<file path="config.mk">
export PLATFORM = sky130hd
export DESIGN_NAME = scs_sensor_channel_select
export DESIGN_NICKNAME = d
export VERILOG_FILES = /design/src/hw/scs_pkg.sv /design/src/hw/scs_light_if.sv /design/src/hw/scs_sensor_channel_select.sv /design/src/hw/scs_light_gen.sv
export SDC_FILE = /design/constraint.sdc
export NUM_CORES = 1
export LEC_CHECK = 0
export ABC_AREA = 1
export BUFFER_PORTS_ARGS = -buffer_cell sky130_fd_sc_hd__buf_4
export CORE_MARGIN = 8
export CORE_UTILIZATION = 35
export CTS_BUF_LIST = sky130_fd_sc_hd__clkbuf_8
export CTS_CLUSTER_DIAMETER = 30
export DETAILED_ROUTE_END_ITERATION = 12
export PLACE_DENSITY_LB_ADDON = 0.08
export RECOVER_POWER = 25
export SYNTH_ARGS = -nofsm -noshare
export SYNTH_HDL_FRONTEND = slang
export SYNTH_SLANG_ARGS = --single-unit
</file>
<file path="constraint.sdc">
create_clock -name i_core_clk -period 4.89 [get_ports i_core_clk]
set_input_delay 0.489 -clock i_core_clk [delete_from_list [all_inputs] [get_ports i_core_clk]]
set_output_delay 0.489 -clock i_core_clk [all_outputs]
set_load 0.02 [all_outputs]
</file>
<file path="src/hw/scs_pkg.sv">
package scs_pkg;
    // Channel numbering and the preset channel used at start.
    localparam int CHAN_W = 7;
    localparam logic [6:0] CHAN_RESET = 7'h23;
    localparam logic [3:0] DIGIT_MAX = 4'h9;
    // Core clock rate.
    localparam int CLK_HZ = 200000000;
    // Times in milliseconds; the report period in seconds.
    localparam int FLASH_PERIOD_MS = 500;
    localparam int QUICK_ON_MS = 100;
    localparam int ERROR_ON_MS = 2000;
    localparam int REPORT_S = 180;
    // Derived cycle counts; millisecond counts divide the clock rate by 1000 first.
    localparam longint FLASH_PERIOD_CYC = longint'(CLK_HZ) / 1000 * FLASH_PERIOD_MS;
    localparam longint QUICK_ON_CYC = longint'(CLK_HZ) / 1000 * QUICK_ON_MS;
    localparam longint ERROR_ON_CYC = longint'(CLK_HZ) / 1000 * ERROR_ON_MS;
    localparam longint REPORT_CYC = longint'(CLK_HZ) * REPORT_S;
    localparam int CNT_W = 36;
    typedef enum logic [2:0] {
        SCS_IDLE = 3'b000,
        SCS_ENTRY = 3'b001,
        SCS_TENS = 3'b010,
        SCS_WAIT2 = 3'b011,
        SCS_GAP2 = 3'b100,
        SCS_UNITS = 3'b101,
        SCS_CONFIRM = 3'b110,
        SCS_ERROR = 3'b111
    } scs_state_type;
endpackage

</file>
<file path="src/hw/scs_light_if.sv">
`timescale 1ns/1ps
`default_nettype none
// Request from the sequencer to the light pattern generator.
interface scs_light_if;
    logic start;
    logic [1:0] flashes;
    logic hold_on;
    logic busy;
    modport ctrl (output start, output flashes, output hold_on, input busy);
    modport gen (input start, input flashes, input hold_on, output busy);
endinterface
`default_nettype wire

</file>
<file path="src/hw/scs_sensor_channel_select.sv">
`timescale 1ns/1ps
`default_nettype none
// Behaviour
// - After reset the radio channel is the preset default of 35.
// - Pressing and holding the button from idle gives one quick entry flash.
// - Holding the button in the first phase flashes and counts; release latches the tens digit.
// - Releasing before any counting flash gives a tens digit of zero.
// - The next press after the tens digit gives two quick flashes to open the units phase.
// - Holding in the units phase counts; release sets the channel and gives two quick flashes.
// - On error the light stays on about two seconds and the old channel is kept.
// - In normal operation a report is sent on the chosen channel every few minutes.
module scs_sensor_channel_select #(
    parameter longint FLASH_CYC = scs_pkg::FLASH_PERIOD_CYC,
    parameter longint QUICK_CYC = scs_pkg::QUICK_ON_CYC,
    parameter longint ERROR_CYC = scs_pkg::ERROR_ON_CYC,
    parameter longint REPORT_CYC = scs_pkg::REPORT_CYC,
    parameter longint TIMEOUT_CYC = scs_pkg::ERROR_ON_CYC * 5
) (
    input wire logic i_core_clk,
    input wire logic i_nrst,
    input wire logic i_ce,
    input wire logic i_button,
    output logic o_light,
    output logic [6:0] o_channel,
    output logic o_report
);
    localparam int W = scs_pkg::CNT_W;
    localparam logic [W-1:0] FLASH_LAST = W'(FLASH_CYC - 1);
    localparam logic [W-1:0] REPORT_LAST = W'(REPORT_CYC - 1);
    localparam logic [W-1:0] TIMEOUT_LAST = W'(TIMEOUT_CYC - 1);

    scs_light_if lif ();
    scs_pkg::scs_state_type state_reg;
    logic btn_meta_reg;
    logic btn_reg;
    logic [W-1:0] tick_reg;
    logic [W-1:0] rep_reg;
    logic [3:0] count_reg;
    logic [3:0] tens_reg;
    logic over_reg;
    logic start_reg;
    logic [1:0] flashes_reg;
    logic hold_reg;

    // =========================================================
    // Button input
    // =========================================================
    // The button is a pin, so it is resynchronised before use.
    always_ff @(posedge i_core_clk or negedge i_nrst) begin
        if (!i_nrst) begin
            btn_meta_reg <= 1'b0;
            btn_reg <= 1'b0;
        end else if (i_ce) begin
            btn_meta_reg <= i_button;
            btn_reg <= btn_meta_reg;
        end
    end

    // =========================================================
    // Sequencer
    // =========================================================
    // Tick counter paces counting flashes; it also times out a forgotten second press.
    always_ff @(posedge i_core_clk or negedge i_nrst) begin
        if (!i_nrst) begin
            state_reg <= scs_pkg::SCS_IDLE;
            tick_reg <= '0;
            count_reg <= 4'h0;
            tens_reg <= 4'h0;
            over_reg <= 1'b0;
            o_channel <= scs_pkg::CHAN_RESET;
            start_reg <= 1'b0;
            flashes_reg <= 2'h0;
            hold_reg <= 1'b0;
        end else if (i_ce) begin
            start_reg <= 1'b0;
            tick_reg <= tick_reg + 1'b1;
            case (state_reg)
                scs_pkg::SCS_IDLE: begin
                    tick_reg <= '0;
                    if (btn_reg && !lif.busy) begin
                        start_reg <= 1'b1;
                        flashes_reg <= 2'h1;
                        hold_reg <= 1'b0;
                        count_reg <= 4'h0;
                        over_reg <= 1'b0;
                        state_reg <= scs_pkg::SCS_TENS;
                    end
                end
                scs_pkg::SCS_TENS, scs_pkg::SCS_UNITS: begin
                    if (!btn_reg) begin
                        tick_reg <= '0;
                        if (over_reg) begin
                            start_reg <= 1'b1;
                            hold_reg <= 1'b1;
                            state_reg <= scs_pkg::SCS_ERROR;
                        end else if (state_reg == scs_pkg::SCS_TENS) begin
                            tens_reg <= count_reg;
                            state_reg <= scs_pkg::SCS_WAIT2;
                        end else begin
                            // Both digits are known; the new channel takes effect now.
                            // Widen before the product so tens of up to nine cannot wrap.
                            o_channel <= 7'(tens_reg) * 7'hA + 7'(count_reg);
                            start_reg <= 1'b1;
                            flashes_reg <= 2'h2;
                            hold_reg <= 1'b0;
                            state_reg <= scs_pkg::SCS_CONFIRM;
                        end
                    end else if (tick_reg == FLASH_LAST) begin
                        // A digit above nine is remembered and rejected on release.
                        tick_reg <= '0;
                        start_reg <= 1'b1;
                        flashes_reg <= 2'h1;
                        hold_reg <= 1'b0;
                        if (count_reg == scs_pkg::DIGIT_MAX) begin
                            over_reg <= 1'b1;
                        end else begin
                            count_reg <= count_reg + 4'h1;
                        end
                    end
                end
                scs_pkg::SCS_WAIT2: begin
                    if (btn_reg) begin
                        start_reg <= 1'b1;
                        flashes_reg <= 2'h2;
                        hold_reg <= 1'b0;
                        count_reg <= 4'h0;
                        tick_reg <= '0;
                        state_reg <= scs_pkg::SCS_GAP2;
                    end else if (tick_reg == TIMEOUT_LAST) begin
                        start_reg <= 1'b1;
                        hold_reg <= 1'b1;
                        state_reg <= scs_pkg::SCS_ERROR;
                    end
                end
                scs_pkg::SCS_GAP2: begin
                    // The double flash must not be counted as a units flash.
                    tick_reg <= '0;
                    state_reg <= scs_pkg::SCS_UNITS;
                end
                default: begin
                    // Confirm and error patterns finish before a new entry is taken.
                    tick_reg <= '0;
                    if (!lif.busy && !btn_reg) begin
                        state_reg <= scs_pkg::SCS_IDLE;
                    end
                end
            endcase
        end
    end

    assign lif.start = start_reg;
    assign lif.flashes = flashes_reg;
    assign lif.hold_on = hold_reg;

    scs_light_gen #(
        .QUICK_CYC(QUICK_CYC),
        .LONG_CYC(ERROR_CYC)
    ) u_light (
        .i_core_clk(i_core_clk),
        .i_nrst(i_nrst),
        .i_ce(i_ce),
        .lif(lif),
        .o_light(o_light)
    );

    // =========================================================
    // Periodic report
    // =========================================================
    // Reports pause while the channel is being changed so none goes out on a half-set channel.
    always_ff @(posedge i_core_clk or negedge i_nrst) begin
        if (!i_nrst) begin
            rep_reg <= '0;
            o_report <= 1'b0;
        end else if (i_ce) begin
            o_report <= 1'b0;
            if (state_reg == scs_pkg::SCS_IDLE) begin
                if (rep_reg == REPORT_LAST) begin
                    rep_reg <= '0;
                    o_report <= 1'b1;
                end else begin
                    rep_reg <= rep_reg + 1'b1;
                end
            end
        end
    end
endmodule
`default_nettype wire

</file>
<file path="src/hw/scs_light_gen.sv">
`timescale 1ns/1ps
`default_nettype none
// Plays quick flashes or one long steady pattern on the light.
module scs_light_gen #(
    parameter longint QUICK_CYC = scs_pkg::QUICK_ON_CYC,
    parameter longint LONG_CYC = scs_pkg::ERROR_ON_CYC
) (
    input wire logic i_core_clk,
    input wire logic i_nrst,
    input wire logic i_ce,
    scs_light_if.gen lif,
    output logic o_light
);
    logic [scs_pkg::CNT_W-1:0] cnt_reg;
    logic [2:0] phase_reg;
    logic [1:0] left_reg;

    localparam int W = scs_pkg::CNT_W;
    // Compare values for the end of one quick half-period and of the steady pattern.
    localparam logic [W-1:0] CNT_W_QUICK = W'(QUICK_CYC - 1);
    localparam logic [W-1:0] CNT_W_LONG = W'(LONG_CYC - 1);

    // Each quick flash is on then off for QUICK_CYC; long pattern is steady on.
    always_ff @(posedge i_core_clk or negedge i_nrst) begin
        if (!i_nrst) begin
            cnt_reg <= '0;
            phase_reg <= 3'h0;
            left_reg <= 2'h0;
            o_light <= 1'b0;
        end else if (i_ce) begin
            if (lif.start) begin
                phase_reg <= lif.hold_on ? 3'h3 : 3'h1;
                left_reg <= lif.flashes;
                cnt_reg <= '0;
                o_light <= 1'b1;
            end else if (phase_reg != 3'h0) begin
                cnt_reg <= cnt_reg + 1'b1;
                if (phase_reg == 3'h3 && cnt_reg == CNT_W_LONG) begin
                    phase_reg <= 3'h0;
                    o_light <= 1'b0;
                end else if (phase_reg != 3'h3 && cnt_reg == CNT_W_QUICK) begin
                    cnt_reg <= '0;
                    if (phase_reg == 3'h1) begin
                        phase_reg <= 3'h2;
                        o_light <= 1'b0;
                        left_reg <= left_reg - 2'h1;
                    end else if (left_reg != 2'h0) begin
                        phase_reg <= 3'h1;
                        o_light <= 1'b1;
                    end else begin
                        phase_reg <= 3'h0;
                    end
                end
            end
        end
    end

    assign lif.busy = (phase_reg != 3'h0) || lif.start;
endmodule
`default_nettype wire

</file>
# Word-level counts from Yosys, hierarchy flattened
# Cells that the tools add are included.
# W data, S select, Z words.
[op_classes]
add_sub_neg = 6
n_mul = 1
n_eq_ne = 26
muxes = 70
n_bitwise = 3
reduce_logical = 31
[op_table]
columns = ["operator", "count"]
rows = [
  ["$mux W36", 8],
  ["$add A36 B1 Y36 const B", 3],
  ["$pmux W36 S2", 1],
  ["$eq A36 B25 Y1 const B", 1],
  ["$eq A36 B27 Y1 const B", 1],
  ["$eq A36 B29 Y1 const B", 1],
  ["$eq A36 B31 Y1 const B", 1],
  ["$eq A36 B36 Y1 const B", 1],
  ["$mux W3", 12],
  ["$mux W1", 26],
  ["$mux W2", 12],
  ["$mux W4", 5],
  ["$reduce_and A5 Y1", 4],
  ["$ne A2 B2 Y1 const B", 8],
  ["$reduce_and A7 Y1", 2],
  ["$ne A3 B3 Y1 const B", 4],
  ["$pmux W3 S4", 1],
  ["$pmux W4 S3", 1],
  ["$reduce_and A6 Y1", 2],
  ["$reduce_bool A2 Y1", 5],
  ["$eq A3 B2 Y1 const B", 3],
  ["$reduce_bool A3 Y1", 3],
  ["$add A7 B4 Y7", 1],
  ["$eq A3 B3 Y1 const B", 2],
  ["other kinds (21)", 29],
]
[word_totals]
ff_bits = 140
output_inout_bits = 9
word_cells = 154

# Logic depth before layout (Yosys ltp)
[logic_depth]
word_depth = 7
depth_mapped = 13

# Modules after synthesis
# From an unflattened synthesis, not the netlist that was laid out.
[unflattened]
cells_unflattened = 1282
hier_area_um2 = 9260.1
[by_module_without_submodules]
columns = ["mod", "n_inst", "cells_each", "area_each_um2", "seq_area_each_um2"]
rows = [
  ["scs_sensor_channel_select", 1, 883, 6413.7, 2456.1],
  ["scs_light_gen", 1, 399, 2846.5, 1026.0],
]

# Worst setup path after synthesis
# No wires, ideal clock.
[synth_path]
path_type = "register to register"
startpoint = "register tens_reg[1]"
endpoint = "register o_channel[6]"
setup_ps = 124
arrival_ps = 1722
t_required_ps = 4766
setup_slack_ps = 3043
stages_incl_launch_ff = 8
path_buffers = 0
synth_period_minus_slack_ps = 1847
path_cell_list = "dfrtp_1 ha_1 ha_1 fa_1 inv_1 nor2_1 xor2_1 a21oi_1"
[synth_between]
elab_chain_len = 2
[synth_rtl]
columns = ["item", "line", "rtl"]
rows = [
  ["start, declared", "scs_sensor_channel_select.sv:39", "logic [3:0] tens_reg;"],
  ["start signal, assigned", "scs_sensor_channel_select.sv:97", "tens_reg <= count_reg;"],
  ["$mul A4 B3 Y6", "scs_sensor_channel_select.sv:102", "o_channel <= 7'(tens_reg) * 7'hA + 7'(count_reg);"],
  ["$add A7 B4 Y7", "scs_sensor_channel_select.sv:102", ""],
  ["end signal, assigned", "scs_sensor_channel_select.sv:70", "o_channel <= scs_pkg::CHAN_RESET;"],
  ["end signal, assigned", "scs_sensor_channel_select.sv:102", ""],
  ["end, declared", "scs_sensor_channel_select.sv:24", "output logic [6:0] o_channel,"],
]
# Every way passes these cells.
# A chain may end at the register's enable or synchronous reset.

==> impl_metrics.py <==
metrics = {
    "worst_setup_path": {
        "path_class": "input port to register",
        "crit_end": "tick_reg[6]",
        "worstPathMaxFanout": 41,
        "critPathSlowestCell": "clkbuf_1",
        "path_cells": "buf_4 -> inv_2 -> clkbuf_1 -> a21oi_4 -> nand3_1 -> nand2_1",
        "r2r-end": "rep_reg[15]",
        "startpoint_type": "input port",
        "critPathMaxStageDelay_ns": 1.52,
        "crit_path_end_kind": "register",
        "crit_start": "i_ce",
        "crit_required_ns": 5.23,
        "arrival_ns": 3.12,
        "regToRegStartpoint": "state_reg[0]",
        "regToRegSetupSlack_ns": 2.31,
        "ff2ff_path_depth": 9,
    },
    "clock_network": {
        "numClockSinks": 139,
        "cts_tree": "yes",
        "root_buffer": "clkbuf_8",
        "cts_resized": 0,
        "path_clk_slew_ns": 0.09,
        "clock_latency_ns": 0.46,
        "numCtsBuffers": 17,
        "post_cts_buffers": 0,
        "h-tree-depth": 4,
        "clock_path_buffers": 2,
        "cts_hold_buf": 0,
    },
    "yosys": {
        "synth_nets": 1432,
        "yosysWarnings": 0,
        "ys_seq_area_frac": 0.367,
        "syn_inst": 1414,
        "synth_commonest_cells": "nand2_1 (445), nor2_1 (239), inv_1 (157), dfrtp_1 (136), nand3_1 (110)",
        "netlist_top_cells_area": "dfrtp_1 (36%), nand2_1 (18%), nor2_1 (9.4%), inv_1 (6.2%), nand3_1 (5.8%)",
        "yosysTopAreaCellShare": 0.358,
        "ys_seq_elements": 139,
        "avgSynthCellArea_um2": 6.72,
        "synth.largest_area_cell": "dfrtp_1",
        "yosysUniqueCellTypes": 43,
        "synth_area_um2": 9500,
        "synth_edf_count": 0,
        "yosysMostFrequentCell": "nand2_1",
        "ys.flop_type": "dfrtp_1",
        "async_flop_share": 1.00,
    },
    "sta": {
        "fin_skew_ns": 0.0127,
        "worst_slew_pin_slew_ns": 2.14,
        "slew_headroom": -0.427,
        "fin_crit_ns": 2.78,
        "timing.fmax_ghz": 0.360,
        "drv_slew": 77,
        "post-route-period-util": 0.568,
        "hold_violations": 0,
        "rsz0062_at_grt": "false",
        "fin_ws_ns": 2.11,
        "hold_ws_ns": 0.00113,
        "fin_tns_setup_ns": 0,
        "setup_viol": 0,
    },
    "power_and_ir_drop": {
        "p_sw_frac": 0.419,
        "p_leak_nw": 4.82,
        "p_int_mw": 2.25,
        "pwr-share-seq": 0.421,
        "power.switching_mw": 1.62,
        "clkPwrFrac": 0.262,
        "p_per_area_nw_per_um2": 376,
        "p_comb_frac": 0.318,
        "vdd_drop_max_mv": 0.147,
    },
    "layout": {
        "nets": 1443,
        "stdcell_count": 1779,
        "num_antenna_cells": 0,
        "syn2layout_area_growth_pct": 8.29,
        "finish.utilization": 0.384,
        "multiInputGateArea_um2": 5220,
        "n_fill_cell": 2904,
        "area.sequential_um2": 3480,
        "drive_above_1_share": 0.0737,
    },
    "detailed_routing": {
        "vias_per_cell": 4.91,
        "wl_per_cell_um": 14.8,
        "drt_wl_total_um": 26300,
        "drt_iter0_markers": 646,
        "dr.pass1.iters": 7,
        "remaining_drc_errors": 0,
        "postRouteAntennaNets": 0,
        "vias": 8741,
    },
    "min_path": {
        "hp-class": "input port to asynchronous set/reset pin",
    },
    "floorplanning": {
        "core_um2": 26800,
        "ios": 13,
        "initial_core_util": 0.354,
        "die_w_um": 181,
        "rows": 60,
        "die_area_um2": 32700,
        "die_y_um": 181,
    },
    "grt": {
        "grt_antenna_before_repair": 0,
        "grt_overflow_total": 0,
        "grt_pass1_vias": 8422,
        "grtUsageTotal": 0.164,
        "grt_max_degree": 67,
        "grt_first_pass_wirelength_um": 43900,
    },
    "status": {
        "outcome": "finished with violations",
        "violations": "capacitance limit, slew limit",
    },
    "place": {
        "dp_hpwl_um": 19500,
        "io_buffers": 12,
        "gp_congestion": 0.921,
        "dp_cells": 1747,
        "place_ws_ns": 2.23,
    },
    "run": {
        "maxCapViolCount": 2,
    },
}
[cell usage in the layout, fill, tap and decap left out, types with 17 or more instances in the layout]
| cell | netlist | layout |
|---|---|---|
| nand2_1 | 445 | 445 |
| nor2_1 | 239 | 239 |
| inv_1 | 157 | 158 |
| dfrtp_1 | 136 | 136 |
| nand3_1 | 110 | 110 |
| nand4_1 | 57 | 57 |
| o21ai_0 | 45 | 45 |
| xor2_1 | 44 | 44 |
| nor3_1 | 37 | 37 |
| clkbuf_8 | 0 | 17 |
[cell families after synthesis]
kind of cell / share of synthesized area
AOI/OAI and AO/OA: 0.0407
xor gates and xnor gates: 0.0516
adders and majority gates: 0.0200
buffers and inverters: 0.0838
DFF: 0.367
muxes: 0.00237
and+or+nand+nor: 0.435
[how the worst min path moves through the flow]
stage                           to         start  cells after the start
3_3_place_gp          btn_meta_reg  btn_meta_reg                      2
5_1_grt        u_light.cnt_reg[19]        i_nrst                      1
6_report       u_light.cnt_reg[22]        i_nrst                      1
4_1_cts        u_light.cnt_reg[19]        i_nrst                      1
3_5_place_dp          btn_meta_reg  btn_meta_reg                      2
2_1_floorplan         btn_meta_reg        i_nrst                      0
[through the flow]
step | power (mW) | instance area [µm²]
2_1_floorplan | 2.55 | 9500
3_3_place_gp | 2.89 | 9880
3_5_place_dp | 2.89 | 9880
4_1_cts | 3.92 | 10300
5_1_grt | 4.18 | 10300
6_report | 3.87 | 10300
[power by group through the flow]
stage	clock network (mW)	logic, mW	registers, mW
final	1.01	1.23	1.63
after global routing	1.10	1.42	1.66
after CTS	1.05	1.25	1.62
after detailed placement	0	1.25	1.64
after global placement	0	1.24	1.65
after floorplan	0	0.949	1.60
[worst max-delay path, delay by kind of cell]
family / cells / cell delay (ns)
buffers and inverters: 3 / 1.73
AND/OR/NAND/NOR: 2 / 0.33
AO/OA/AOI/OAI: 1 / 0.53
[per-layer routing]
metal | track usage | vias up | wire length, µm | share of wire
met5 | 0 | - | 0 | 0
met4 | 0.0473 | 0 | 429 | 0.016
met3 | 0.0291 | 32 | 965 | 0.037
met2 | 0.262 | 156 | 11800 | 0.45
met1 | 0.224 | 4051 | 13100 | 0.50
li1 | - | 4502 | - | -
[cell type report]
class / instances / share of cell area
timing repair buffer: 17 / 0.0120
clock inverter: 15 / 0.0170
multi-input combinational: 1085 / 0.507
clock buffer: 17 / 0.0228
sequential: 139 / 0.339
inverter: 165 / 0.0606
tap: 341 / 0.0415
Note: power is estimated with default switching activity, not from simulation.
